## src/urxw_pkg.sv

```systemverilog
// Constants for the receive-side serial extensions block
package urxw_pkg;
    localparam logic [5:0]  IDX_RXDL  = 6'h00;
    localparam logic [5:0]  IDX_RXDH  = 6'h01;
    localparam logic [5:0]  IDX_STAT  = 6'h04;
    localparam logic [5:0]  IDX_CTLA  = 6'h05;
    localparam logic [5:0]  IDX_CTLB  = 6'h06;
    localparam logic [5:0]  IDX_CTLC  = 6'h07;
    localparam logic [5:0]  IDX_BAUD  = 6'h08;
    localparam logic [5:0]  IDX_EVCT  = 6'h0C;
    localparam logic [5:0]  IDX_TXPL  = 6'h0D;
    localparam logic [5:0]  IDX_RXPL  = 6'h0E;
    // Bit positions: status, control A, control B, control C, data high, event
    localparam int          B_RXCF    = 7;
    localparam int          B_SDF     = 4;
    localparam int          B_SMF     = 3;
    localparam int          B_BDF     = 1;
    localparam int          B_WFB     = 0;
    localparam int          B_RXCIE   = 7;
    localparam int          B_START_IRQ_ENABLE   = 4;
    localparam int          B_SWIRE   = 3;
    localparam int          B_AUTORATE_ERROR_IRQ_ENABLE   = 2;
    localparam int          B_RXEN    = 7;
    localparam int          B_START_DETECT_ENABLE   = 4;
    localparam int          B_RXM     = 1;
    localparam int          B_MULTIPROC_FILTER_ENABLE    = 0;
    localparam int          B_COMM_MODE_FIELD   = 6;
    localparam int          B_FERR    = 2;
    localparam int          B_INFRARED_EVENT_INPUT_ENABLE    = 0;
    localparam logic [15:0] RST_BAUD  = 16'h0000;
    localparam logic [1:0]  RXM_GEN   = 2'h2;
    localparam logic [1:0]  RXM_LIN   = 2'h3;
    localparam logic [1:0]  CM_ASYNC  = 2'h0;
    localparam logic [1:0]  CM_IR     = 2'h2;
    localparam logic [1:0]  SL_ACT    = 2'h0;
    localparam logic [1:0]  SL_IDLE   = 2'h1;
    localparam logic [1:0]  SL_STBY   = 2'h2;
    localparam logic [7:0]  SYNC_CHAR = 8'h55;
    localparam logic [15:0] BAUD_MIN  = 16'h0064;
    localparam logic [17:0] BRK_BITS  = 18'h0000B;
    localparam logic [7:0]  TXPL_316  = 8'h00;
    localparam logic [7:0]  TXPL_OFF  = 8'hFF;
    localparam logic [2:0]  SYNC_FALL = 3'h3;
    typedef enum logic [1:0] {RS_IDLE, RS_START, RS_DATA, RS_STOP} urxw_rx_type;
endpackage : urxw_pkg

```

## src/urxw_top.sv

```systemverilog
// Receive-side serial extensions with APB register access
`timescale 1ns/10ps
module urxw_top #(
    parameter int ADDR_W = 8
) (
    input  logic              pclk,
    input  logic              presetn,
    input  logic              psel,
    input  logic              penable,
    input  logic              pwrite,
    input  logic [ADDR_W-1:0] paddr,
    input  logic [31:0]       pwdata,
    output logic [31:0]       prdata,
    output logic              pready,
    output logic              pslverr,
    input  logic              rxd_pin,
    input  logic              event_in,
    input  logic              tx_serial,
    input  logic              tx_busy,
    input  logic [1:0]        sleep_mode,
    input  logic              other_wake,
    output logic              txd_pin,
    output logic              irq,
    output logic              osc_request,
    output logic              serial_clk_enable,
    output logic              wake_request
);
    // Bit period in clocks: divider holds 64ths of a 16x sample period
    function automatic logic [13:0] bit_per(input logic [15:0] b);
        bit_per = (b[15:2] == 14'h0000) ? 14'h0001 : b[15:2];
    endfunction : bit_per

    function automatic logic [3:0] n_bits(input logic [2:0] cs);
        case (cs)
            3'h0, 3'h1, 3'h2, 3'h3: n_bits = 4'h5 + {1'b0, cs};
            3'h6, 3'h7:             n_bits = 4'h9;
            default:                n_bits = 4'h8;
        endcase
    endfunction : n_bits

    logic [7:0]  ctla_reg, ctlb_reg, ctlc_reg, txpl_reg;
    logic [6:0]  rxpl_reg;
    logic        infrared_event_input_enable_reg;
    logic [15:0] baud_reg;
    logic        rxcf_reg, sdf_reg, smf_reg, bdf_reg, wfb_reg;
    logic [8:0]  rxd_reg;
    logic        ferr_reg;
    logic [31:0] prdata_reg;
    urxw_pkg::urxw_rx_type st_reg;
    logic [13:0] tcnt_reg;
    logic [3:0]  bcnt_reg;
    logic [8:0]  sh_reg;
    logic        rx_prev_reg, clk_run_reg, sync_pend_reg, wfb_fall_reg;
    logic [17:0] lowc_reg;
    logic        meas_on_reg, meas_done_reg, pre_reg;
    logic [2:0]  fcnt_reg;
    logic [16:0] mcnt_reg;
    logic        tx_prev_reg, txd_reg;
    logic [13:0] txt_reg, pcnt_reg;
    logic [7:0]  irlow_reg;
    logic [13:0] irht_reg;
    logic        irq_reg;

    wire [5:0]  idx     = paddr[7:2];
    wire        acc     = psel & penable;
    wire        wr      = acc & pwrite;
    wire        rxen    = ctlb_reg[urxw_pkg::B_RXEN];
    wire [1:0]  receive_mode_field  = ctlb_reg[urxw_pkg::B_RXM +: 2];
    wire        multiproc_filter_enable    = ctlb_reg[urxw_pkg::B_MULTIPROC_FILTER_ENABLE];
    wire [1:0]  comm_mode_field   = ctlc_reg[urxw_pkg::B_COMM_MODE_FIELD +: 2];
    wire [2:0]  chsize  = ctlc_reg[2:0];
    wire        ir_mode = (comm_mode_field == urxw_pkg::CM_IR);
    wire        lin     = (receive_mode_field == urxw_pkg::RXM_LIN);
    wire        autom   = lin | (receive_mode_field == urxw_pkg::RXM_GEN);
    wire [13:0] bitper  = bit_per(baud_reg);
    wire [3:0]  nbits   = n_bits(chsize);
    wire        hit     = (idx == urxw_pkg::IDX_RXDL) | (idx == urxw_pkg::IDX_RXDH)
                        | (idx == urxw_pkg::IDX_STAT) | (idx == urxw_pkg::IDX_CTLA)
                        | (idx == urxw_pkg::IDX_CTLB) | (idx == urxw_pkg::IDX_CTLC)
                        | (idx == urxw_pkg::IDX_BAUD) | (idx == urxw_pkg::IDX_EVCT)
                        | (idx == urxw_pkg::IDX_TXPL) | (idx == urxw_pkg::IDX_RXPL);
    wire        w_stat  = wr & (idx == urxw_pkg::IDX_STAT);
    wire        rd_pop  = acc & ~pwrite & (idx == urxw_pkg::IDX_RXDL);

    // event input replaces the pin; transmit output looped back
    wire        ir_src  = infrared_event_input_enable_reg ? event_in : rxd_pin;
    wire        rx_raw  = ctla_reg[urxw_pkg::B_SWIRE] ? txd_reg : ir_src;
    wire        ir_lo   = ~rx_raw;
    // pulse qualifies once it has lasted the minimum width
    wire [7:0]  irlow_n = irlow_reg + 8'h01;
    wire        ir_q    = ir_lo & (irlow_n >= {1'b0, rxpl_reg});
    wire        ir_dec  = ~(irht_reg != 14'h0000);
    // infrared codec sits in the receive path
    wire        rx_now  = ir_mode ? ir_dec : rx_raw;
    wire        rx_fall = rx_prev_reg & ~rx_now;
    wire        rx_rise = ~rx_prev_reg & rx_now;

    wire        standby = (sleep_mode == urxw_pkg::SL_STBY);
    wire        awake   = (sleep_mode == urxw_pkg::SL_ACT) | (sleep_mode == urxw_pkg::SL_IDLE);
    // start detector armed only in async standby
    wire        sfd_act = ctlb_reg[urxw_pkg::B_START_DETECT_ENABLE] & (comm_mode_field == urxw_pkg::CM_ASYNC) & standby;
    wire        sfd_go  = sfd_act & rxen & rx_fall & (st_reg == urxw_pkg::RS_IDLE) & ~clk_run_reg;
    wire        rx_run  = awake | clk_run_reg | sfd_go;

    wire        t0      = (tcnt_reg == 14'h0000);
    wire        f_start = (st_reg == urxw_pkg::RS_START) & t0 & rx_now;
    wire        f_done  = (st_reg == urxw_pkg::RS_STOP) & t0;
    // frame type: ninth bit for 9-bit frames, else first stop bit
    wire        nine    = (nbits == 4'h9);
    wire        addr_f  = nine ? sh_reg[8] : rx_now;
    wire [8:0]  dmask   = 9'h1FF >> (4'h9 - nbits);

    // break is more than 11 low bit times
    wire [17:0] brk_thr = 18'({4'h0, bitper} * urxw_pkg::BRK_BITS);
    wire        brk_hit = autom & rx_run & ~rx_now & (lowc_reg == brk_thr);
    // fall then rise is a break when waiting for one
    wire        wfb_brk = wfb_fall_reg & rx_rise;
    wire        brk_ev  = brk_hit | wfb_brk;

    // evaluate the sync field when its frame ends
    wire        s_eval  = f_done & sync_pend_reg;
    wire        m_ok    = meas_done_reg & ~mcnt_reg[16];
    wire        lin_ok  = (sh_reg[7:0] == urxw_pkg::SYNC_CHAR) & rx_now;
    wire        gen_ok  = (mcnt_reg[15:0] >= urxw_pkg::BAUD_MIN);
    wire        s_upd   = s_eval & m_ok & (lin ? lin_ok : gen_ok);
    wire        accept  = f_done & ~sync_pend_reg & rxen & (~multiproc_filter_enable | addr_f);

    wire        w_ctla  = wr & (idx == urxw_pkg::IDX_CTLA);
    wire        w_ctlb  = wr & (idx == urxw_pkg::IDX_CTLB);
    wire        w_ctlc  = wr & (idx == urxw_pkg::IDX_CTLC);
    wire        w_baud  = wr & (idx == urxw_pkg::IDX_BAUD);
    wire        w_evct  = wr & (idx == urxw_pkg::IDX_EVCT);
    wire        w_txpl  = wr & (idx == urxw_pkg::IDX_TXPL);
    wire        w_rxpl  = wr & (idx == urxw_pkg::IDX_RXPL);
    wire [7:0]  stat_v  = {rxcf_reg, 2'b00, sdf_reg, smf_reg, 1'b0, bdf_reg, wfb_reg};
    wire [7:0]  rxdh_v  = {rxcf_reg, 4'h0, ferr_reg, 1'b0, rxd_reg[8]};
    wire [31:0] rdmux   =
        (idx == urxw_pkg::IDX_RXDL) ? {24'h000000, rxd_reg[7:0]} :
        (idx == urxw_pkg::IDX_RXDH) ? {24'h000000, rxdh_v} :
        (idx == urxw_pkg::IDX_STAT) ? {24'h000000, stat_v} :
        (idx == urxw_pkg::IDX_CTLA) ? {24'h000000, ctla_reg} :
        (idx == urxw_pkg::IDX_CTLB) ? {24'h000000, ctlb_reg} :
        (idx == urxw_pkg::IDX_CTLC) ? {24'h000000, ctlc_reg} :
        (idx == urxw_pkg::IDX_BAUD) ? {16'h0000, baud_reg} :
        (idx == urxw_pkg::IDX_EVCT) ? {31'h00000000, infrared_event_input_enable_reg} :
        (idx == urxw_pkg::IDX_TXPL) ? {24'h000000, txpl_reg} :
        (idx == urxw_pkg::IDX_RXPL) ? {25'h0000000, rxpl_reg} : 32'h00000000;

    assign pready  = 1'b1;
    assign pslverr = acc & ~hit;
    assign prdata  = prdata_reg;

    always_ff @(posedge pclk or negedge presetn) begin
        if (!presetn) begin
            prdata_reg <= 32'h00000000;
        end else if (psel & ~penable) begin
            prdata_reg <= rdmux;
        end
    end

    always_ff @(posedge pclk or negedge presetn) begin
        if (!presetn) begin
            ctla_reg <= 8'h00;
            ctlb_reg <= 8'h00;
            ctlc_reg <= 8'h00;
            infrared_event_input_enable_reg <= 1'b0;
            txpl_reg <= 8'h00;
            rxpl_reg <= 7'h00;
        end else begin
            if (w_ctla) ctla_reg <= pwdata[7:0];
            if (w_ctlb) ctlb_reg <= pwdata[7:0];
            if (w_ctlc) ctlc_reg <= pwdata[7:0];
            if (w_evct) infrared_event_input_enable_reg <= pwdata[urxw_pkg::B_INFRARED_EVENT_INPUT_ENABLE];
            if (w_txpl) txpl_reg <= pwdata[7:0];
            if (w_rxpl) rxpl_reg <= pwdata[6:0];
        end
    end

    // measured value replaces the divider after a valid sync
    always_ff @(posedge pclk or negedge presetn) begin
        if (!presetn) baud_reg <= urxw_pkg::RST_BAUD;
        else if (s_upd) baud_reg <= mcnt_reg[15:0];
        else if (w_baud) baud_reg <= pwdata[15:0];
    end

    // flags SDF, SMF, BDF: hardware set wins over write-one clear; WFB is set by writing one and a break clears it
    always_ff @(posedge pclk or negedge presetn) begin
        if (!presetn) begin
            sdf_reg <= 1'b0;
            smf_reg <= 1'b0;
            bdf_reg <= 1'b0;
            wfb_reg <= 1'b0;
        end else begin
            sdf_reg <= sfd_go | (sdf_reg & ~(w_stat & pwdata[urxw_pkg::B_SDF]));
            smf_reg <= (s_eval & ~s_upd) | (smf_reg & ~(w_stat & pwdata[urxw_pkg::B_SMF]));
            bdf_reg <= brk_ev | (bdf_reg & ~(w_stat & pwdata[urxw_pkg::B_BDF]));
            wfb_reg <= ~brk_ev & (wfb_reg | (w_stat & pwdata[urxw_pkg::B_WFB]));
        end
    end

    always_ff @(posedge pclk or negedge presetn) begin
        if (!presetn) begin
            rxcf_reg <= 1'b0;
            rxd_reg  <= 9'h000;
            ferr_reg <= 1'b0;
        end else if (accept) begin
            rxcf_reg <= 1'b1;
            rxd_reg  <= sh_reg & dmask;
            ferr_reg <= ~rx_now;
        end else if (rd_pop | ~rxen) begin
            rxcf_reg <= 1'b0;
        end
    end

    always_ff @(posedge pclk or negedge presetn) begin
        if (!presetn) begin
            st_reg   <= urxw_pkg::RS_IDLE;
            tcnt_reg <= 14'h0000;
            bcnt_reg <= 4'h0;
            sh_reg   <= 9'h000;
        end else if (~rxen | ~rx_run | brk_ev) begin
            st_reg   <= urxw_pkg::RS_IDLE;
        end else begin
            case (st_reg)
                urxw_pkg::RS_IDLE: if (rx_fall) begin
                    st_reg   <= urxw_pkg::RS_START;
                    tcnt_reg <= bitper >> 1;
                end
                urxw_pkg::RS_START: if (!t0) begin
                    tcnt_reg <= tcnt_reg - 14'h0001;
                end else if (rx_now) begin
                    st_reg   <= urxw_pkg::RS_IDLE;
                end else begin
                    st_reg   <= urxw_pkg::RS_DATA;
                    tcnt_reg <= bitper - 14'h0001;
                    bcnt_reg <= 4'h0;
                    sh_reg   <= 9'h000;
                end
                urxw_pkg::RS_DATA: if (!t0) begin
                    tcnt_reg <= tcnt_reg - 14'h0001;
                end else begin
                    sh_reg[bcnt_reg] <= rx_now;
                    bcnt_reg <= bcnt_reg + 4'h1;
                    tcnt_reg <= bitper - 14'h0001;
                    if (bcnt_reg == nbits - 4'h1) st_reg <= urxw_pkg::RS_STOP;
                end
                urxw_pkg::RS_STOP: if (!t0) begin
                    tcnt_reg <= tcnt_reg - 14'h0001;
                end else begin
                    st_reg   <= urxw_pkg::RS_IDLE;
                end
                default: st_reg <= urxw_pkg::RS_IDLE;
            endcase
        end
    end

    // serial clock held by the start detector in standby
    always_ff @(posedge pclk or negedge presetn) begin
        if (!presetn) clk_run_reg <= 1'b0;
        else if (sfd_go) clk_run_reg <= 1'b1;
        else if ((f_start & ~other_wake) | f_done | ~standby) clk_run_reg <= 1'b0;
    end

    always_ff @(posedge pclk or negedge presetn) begin
        if (!presetn) begin
            rx_prev_reg   <= 1'b1;
            lowc_reg      <= 18'h00000;
            wfb_fall_reg  <= 1'b0;
            sync_pend_reg <= 1'b0;
        end else begin
            rx_prev_reg   <= rx_now;
            lowc_reg      <= (rx_now | ~rx_run) ? 18'h00000 :
                             (&lowc_reg) ? lowc_reg : lowc_reg + 18'h00001;
            wfb_fall_reg  <= wfb_reg & ~brk_ev & (wfb_fall_reg | rx_fall);
            sync_pend_reg <= brk_ev | (sync_pend_reg & ~s_eval);
        end
    end

    // counter steps every second clock over the 8 sync bit times
    always_ff @(posedge pclk or negedge presetn) begin
        if (!presetn) begin
            meas_on_reg   <= 1'b0;
            meas_done_reg <= 1'b0;
            pre_reg       <= 1'b0;
            fcnt_reg      <= 3'h0;
            mcnt_reg      <= 17'h00000;
        end else if (brk_ev) begin
            meas_on_reg   <= 1'b0;
            meas_done_reg <= 1'b0;
        end else if (sync_pend_reg & ~meas_on_reg & ~meas_done_reg & rx_fall) begin
            meas_on_reg   <= 1'b1;
            pre_reg       <= 1'b0;
            fcnt_reg      <= 3'h0;
            mcnt_reg      <= 17'h00000;
        end else if (meas_on_reg) begin
            pre_reg <= ~pre_reg;
            if (pre_reg & ~mcnt_reg[16]) mcnt_reg <= mcnt_reg + 17'h00001;
            if (rx_fall) begin
                fcnt_reg <= fcnt_reg + 3'h1;
                if (fcnt_reg == urxw_pkg::SYNC_FALL) begin
                    meas_on_reg   <= 1'b0;
                    meas_done_reg <= 1'b1;
                end
            end
        end
    end

    // transmit pulse: 3/16 bit, fixed clock count, or none
    wire        tx_bs   = (tx_prev_reg ^ tx_serial) | (txt_reg == 14'h0000);
    wire [17:0] p316    = 18'({4'h0, bitper} * 18'h00003);
    wire [13:0] pw      = (txpl_reg == urxw_pkg::TXPL_316) ? p316[17:4] : {6'h00, txpl_reg};
    wire        nomod   = (txpl_reg == urxw_pkg::TXPL_OFF);
    always_ff @(posedge pclk or negedge presetn) begin
        if (!presetn) begin
            tx_prev_reg <= 1'b1;
            txt_reg     <= 14'h0000;
            pcnt_reg    <= 14'h0000;
            txd_reg     <= 1'b1;
        end else begin
            tx_prev_reg <= tx_serial;
            txt_reg     <= tx_bs ? bitper - 14'h0001 : txt_reg - 14'h0001;
            pcnt_reg    <= (tx_bs & ~tx_serial) ? pw :
                           (pcnt_reg != 14'h0000) ? pcnt_reg - 14'h0001 : 14'h0000;
            // pin is the inverse of the infrared pulse
            txd_reg     <= (ir_mode & ~nomod) ? (pcnt_reg == 14'h0000) : tx_serial;
        end
    end

    // a qualified pulse decodes as zero for one bit period
    wire [13:0] ir_hold = ({6'h00, irlow_reg} < bitper) ? bitper - {6'h00, irlow_reg} : bitper;
    always_ff @(posedge pclk or negedge presetn) begin
        if (!presetn) begin
            irlow_reg     <= 8'h00;
            irht_reg      <= 14'h0000;
        end else begin
            irlow_reg     <= ~ir_lo ? 8'h00 : (&irlow_reg) ? irlow_reg : irlow_n;
            if (ir_q & (irht_reg == 14'h0000)) irht_reg <= ir_hold;
            else if (irht_reg != 14'h0000) irht_reg <= irht_reg - 14'h0001;
        end
    end

    // shared receive interrupt; wake follows it in standby
    always_ff @(posedge pclk or negedge presetn) begin
        if (!presetn) irq_reg <= 1'b0;
        else irq_reg <= (rxcf_reg & ctla_reg[urxw_pkg::B_RXCIE])
                      | (sdf_reg & ctla_reg[urxw_pkg::B_START_IRQ_ENABLE])
                      | (smf_reg & ctla_reg[urxw_pkg::B_AUTORATE_ERROR_IRQ_ENABLE]);
    end
    assign irq               = irq_reg;
    assign txd_pin           = txd_reg;
    assign serial_clk_enable = clk_run_reg;
    assign wake_request      = standby & irq_reg;
    // oscillator kept while a transfer is running
    assign osc_request       = clk_run_reg | (st_reg != urxw_pkg::RS_IDLE) | tx_busy;
endmodule : urxw_top

```

## config.mk

```make
export PLATFORM = sky130hd
export DESIGN_NAME = urxw_top
export DESIGN_NICKNAME = d
export VERILOG_FILES = /design/src/urxw_pkg.sv /design/src/urxw_top.sv
export SDC_FILE = /design/constraint.sdc
export NUM_CORES = 1
export LEC_CHECK = 0
export ABC_AREA = 1
export BUFFER_PORTS_ARGS = -buffer_cell sky130_fd_sc_hd__buf_4
export CAP_MARGIN = 0
export CORE_MARGIN = 8
export CORE_UTILIZATION = 50
export DETAILED_ROUTE_END_ITERATION = 12
export HOLD_SLACK_MARGIN = 0.12
export PLACE_DENSITY = 0.68
export SLEW_MARGIN = 20
export SYNTH_ARGS = -nofsm -noshare
export SYNTH_HDL_FRONTEND = slang
export SYNTH_SLANG_ARGS = --single-unit
export TNS_END_PERCENT = 30
```

## constraint.sdc

```tcl
create_clock -name pclk -period 6.7 [get_ports pclk]
set_clock_uncertainty 0.15 [all_clocks]
set_input_delay 0.335 -clock pclk [delete_from_list [all_inputs] [get_ports pclk]]
set_output_delay 0.335 -clock pclk [all_outputs]
set_load 0.05 [all_outputs]
```

==> summary.json <==
{
  "power_and_ir_drop": {
    "powerDensity_nw_per_um2": 261.1,
    "cellLeakagePower_nw": 8.846,
    "internal_power_mw": 2.922,
    "power_switching_share_pct": 38.38,
    "power_switching_mw": 1.820,
    "share_clk_of_total_power_pct": 31.1,
    "pwr-share-seq_pct": 32.0,
    "power_frac_comb_pct": 36.9,
    "vdd.ir_drop.worst_v": 0.0001811
  },
  "sta": {
    "min_period_ps": 5499,
    "max_clock_freq_ghz": 0.1819,
    "setup_repair_after_global_routing_missed_its_margin": "false",
    "tns_ps": 0,
    "post-route-period-util_pct": 82.07,
    "tightest_slew_ps": 1086,
    "slew_headroom_pct": 27.31,
    "hold_violations": 0,
    "setup_viol": 0,
    "final-max-slew-violation-count": 0
  },
  "min_path": {
    "holdCritPathClass": "input pin to flip-flop"
  },
  "setup_path": {
    "slowest_stage": "sky130_fd_sc_hd__fa_1",
    "critical_path.max_stage_delay_ps": 490,
    "critical-path-top-cell-by-count": "sky130_fd_sc_hd__nand2_1",
    "worst-path-buf-inv": 3,
    "critical_path_s_top_delay_family": "simple AND/OR/NAND/NOR gates",
    "critPathArrivalTime_ps": 5740,
    "setup.worst_path.start_class": "flip-flop",
    "cp-end-kind": "flip-flop",
    "cp_max_fo": 28,
    "cp_data_required_time_ps": 6940,
    "timing.setup.critical_path_class": "flip-flop to flip-flop"
  },
  "placement": {
    "buffer_ports.inserted": 55,
    "hpwl_microns": 37490,
    "gp_routability_congestion": 0.9398
  },
  "yosys": {
    "ys_warn_count": 0,
    "synth_seq_cells": 214,
    "syn-instance-count": 2255,
    "synth_enable_flop_cells": 0,
    "netlist-cell-type-count": 59,
    "postSynth.asyncResetShare_pct": 100.0,
    "postSynthAreaPerCell_sq_um": 7.194,
    "synth-seq-area-share_pct": 33.03,
    "ys.flop_type": "sky130_fd_sc_hd__dfrtp_1",
    "syn-cell-area_sq_um": 16220
  },
  "finish": {
    "insertedDiodeCount": 0,
    "layout-drive-gt1-share_pct": 8.104,
    "final_util_pct": 56.38,
    "largest_reg_flops": 18,
    "finish.net_count": 2509,
    "area_growth_syn_to_layout_pct": 11.92
  },
  "route": {
    "drc": 0,
    "first_pass_iters": 5,
    "wirelength_microns": 48420,
    "num_vias": 15280,
    "dr.first_iter.drc_count": 1125,
    "wl_per_cell_microns": 17.51,
    "route.detailed.vias_per_inst": 5.526,
    "final_antenna_net_count": 0
  },
  "global_route": {
    "grt_pass1_vias": 14690,
    "grt_antenna_before_repair": 0,
    "gr-usage-all-layers_pct": 25.08,
    "wire_length_of_the_first_global_routing_pass_microns": 77880,
    "grt_remaining_overflow": 0,
    "grt_max_degree": 118
  },
  "die": {
    "start_util_pct": 50.37,
    "die_h_microns": 196.1,
    "die_area_sq_um": 38470,
    "io_pins": 91,
    "core_sq_um": 32210,
    "floorplan.rows": 66,
    "die_x_microns": 196.1
  },
  "clocking": {
    "cts-htree-levels": 1,
    "buffers_inserted_by_post_cts_timing_repair": 0,
    "clock_tree_from_tritoncts": "done",
    "clockBufferDepth": 3,
    "cts_repair_resize_count": 0,
    "clk_pin_slew_ps": 60,
    "cts_root_buffer": "sky130_fd_sc_hd__clkbuf_16",
    "clock_sink_count": 214,
    "worst_skew_pair.late_latency_ps": 540,
    "cts_made_buffers": 25
  },
  "flow_run": {
    "max_cap_violations": 0
  },
  "status": {
    "outcome": "finished clean"
  }
}
==> final timing paths <==
path | start | end | slack, ps | depth (start not counted)
max | baud_reg[15] | tcnt_reg[6] | 1200 | 25
min | paddr[3] | infrared_event_input_enable_reg | 140 | 6
max reg2reg | baud_reg[15] | tcnt_reg[6] | 1200 | 25
min reg2reg | txt_reg[0] | txt_reg[0] | 320 | 1
max in group asynchronous | presetn | sh_reg[2] | 5070 | 3
min in group asynchronous | presetn | txt_reg[0] | 250 | 2
==> worst min-delay path, cell delays in order <==
cell and delay [ps]:
sky130_fd_sc_hd__buf_4 100, sky130_fd_sc_hd__nor3_1 80, sky130_fd_sc_hd__nand2_1 90, sky130_fd_sc_hd__nor2_1 60, sky130_fd_sc_hd__nand2_1 50, sky130_fd_sc_hd__o21ai_0 70
==> power groups by stage <==
stage / sequential (mW) / clock (mW) / combinational [mW]
6_report: 1.52 / 1.47 / 1.75
5_1_grt: 1.53 / 1.55 / 1.97
4_1_cts: 1.52 / 1.50 / 1.74
3_5_place_dp: 1.54 / 0 / 1.71
3_3_place_gp: 1.53 / 0 / 1.68
2_1_floorplan: 1.53 / 0 / 1.28
==> cell usage after synthesis, types with 4 or more instances <==
| master | instances | area [sq um] |
|---|---|---|
| sky130_fd_sc_hd__nor3b_1 | 5 | 37.54 |
| sky130_fd_sc_hd__or2_2 | 5 | 31.28 |
| sky130_fd_sc_hd__nor3_1 | 51 | 255.2 |
| sky130_fd_sc_hd__fa_1 | 13 | 260.3 |
| sky130_fd_sc_hd__nand2_4 | 4 | 45.04 |
| sky130_fd_sc_hd__buf_6 | 5 | 56.30 |
| sky130_fd_sc_hd__clkbuf_1 | 21 | 78.83 |
| sky130_fd_sc_hd__o21ai_0 | 151 | 755.7 |
| sky130_fd_sc_hd__nor2_1 | 192 | 720.7 |
| sky130_fd_sc_hd__nor4_1 | 15 | 93.84 |
| sky130_fd_sc_hd__a21oi_1 | 86 | 430.4 |
| sky130_fd_sc_hd__dfrtp_1 | 211 | 5280 |
| sky130_fd_sc_hd__nand2_1 | 594 | 2230 |
| sky130_fd_sc_hd__a31oi_1 | 7 | 43.79 |
| sky130_fd_sc_hd__ha_1 | 105 | 1314 |
| sky130_fd_sc_hd__a211oi_1 | 7 | 52.55 |
| sky130_fd_sc_hd__nand3b_1 | 27 | 202.7 |
| sky130_fd_sc_hd__o211ai_1 | 25 | 187.7 |
| sky130_fd_sc_hd__inv_2 | 10 | 37.54 |
| sky130_fd_sc_hd__nand3_1 | 144 | 720.7 |
| sky130_fd_sc_hd__xor2_1 | 63 | 551.8 |
| sky130_fd_sc_hd__o22ai_1 | 19 | 118.9 |
| sky130_fd_sc_hd__buf_4 | 21 | 157.7 |
| sky130_fd_sc_hd__nor2_4 | 5 | 56.30 |
| sky130_fd_sc_hd__o21bai_1 | 6 | 45.04 |
| sky130_fd_sc_hd__xnor2_1 | 33 | 289.0 |
| sky130_fd_sc_hd__buf_2 | 9 | 45.04 |
| sky130_fd_sc_hd__o21ai_2 | 15 | 131.4 |
| sky130_fd_sc_hd__nand4_1 | 40 | 250.2 |
| sky130_fd_sc_hd__nor2_2 | 7 | 43.79 |
| sky130_fd_sc_hd__o31ai_1 | 5 | 37.54 |
| sky130_fd_sc_hd__nand2_2 | 15 | 93.84 |
| sky130_fd_sc_hd__inv_1 | 290 | 1089 |
| sky130_fd_sc_hd__o21ai_1 | 9 | 45.04 |
==> area by class of cell <==
cell class / instances / area, sq um
clock inverters: 12 / 192.7
clock buffers: 33 / 685.7
fillers: 3078 / 14050
well taps: 408 / 510.5
repair buffers: 98 / 823.3
multi-input cells: 1695 / 9437
flip-flops and latches: 214 / 5359
inverters: 305 / 1150
==> timing repair <==
action,CTS,global route
hold buffers,27,0
hold endpoints to repair,167,0
endpoints found under the setup margin,0,0
==> cell usage in the layout (no fill, tap or decap), drive strengths merged, types with 2 or more instances in the layout <==
master | Yosys | layout
or3 | 2 | 2
and2 | 2 | 2
o31ai | 5 | 5
or2 | 7 | 7
o2111ai | 3 | 3
ha | 105 | 105
xor2 | 63 | 63
fa | 13 | 13
o21ai | 175 | 175
xnor2 | 33 | 33
nand3b | 27 | 27
nor4 | 17 | 17
o21bai | 6 | 6
nor3b | 5 | 5
nand4 | 40 | 40
dlygate4sd3 | 0 | 27
o211ai | 25 | 25
nand3 | 149 | 149
dfstp | 3 | 3
a31oi | 7 | 7
clkinv | 3 | 9
nand2 | 614 | 614
nor2 | 205 | 205
clkbuf | 21 | 33
buf | 35 | 71
conb | 2 | 17
a211oi | 7 | 7
dfrtp | 211 | 211
bufinv | 0 | 5
inv | 302 | 303
a21oi | 86 | 86
a21boi | 2 | 2
nor3 | 54 | 54
o22ai | 19 | 19
==> metal layers <==
| metal | GRT usage (%) | part of all wire [%] |
|---|---|---|
| met1 | 32.34 | 43 |
| met2 | 42.15 | 47 |
| met3 | 3.547 | 5.9 |
| met4 | 9.601 | 4.1 |
| met5 | 0 | 0 |
==> stage by stage <==
| stage | instance area (sq um) | setup WS, ps | hold WS [ps] | total power, mW | instances |
|---|---|---|---|---|---|
| floorplan | 16280 | 2477 | -110.6 | 2.807 | 2270 |
| global placement | 17010 | 1350 | 256.5 | 3.214 | 2693 |
| detailed placement | 17010 | 1237 | 257.9 | 3.251 | 2693 |
| CTS | 18150 | 1232 | 121.7 | 4.756 | 2765 |
| global route | 18160 | 706.1 | 171.3 | 5.056 | 2765 |
| finish | 18160 | 1201 | 142.1 | 4.742 | 2765 |
==> kinds of logic (layout without fill, tap and decap cells) <==
logic type      Yosys count  after routing  synth area share, %
xor+xnor                 96             96                5.183
fa+ha+maj               118            118                9.702
simple gates           1122           1122                30.85
flops                   214            214                33.03
other cells               2             17              0.04629
buf+inv                 361            448                9.170
compound gates          342            342                12.02
(Power assumes the default switching activity.)
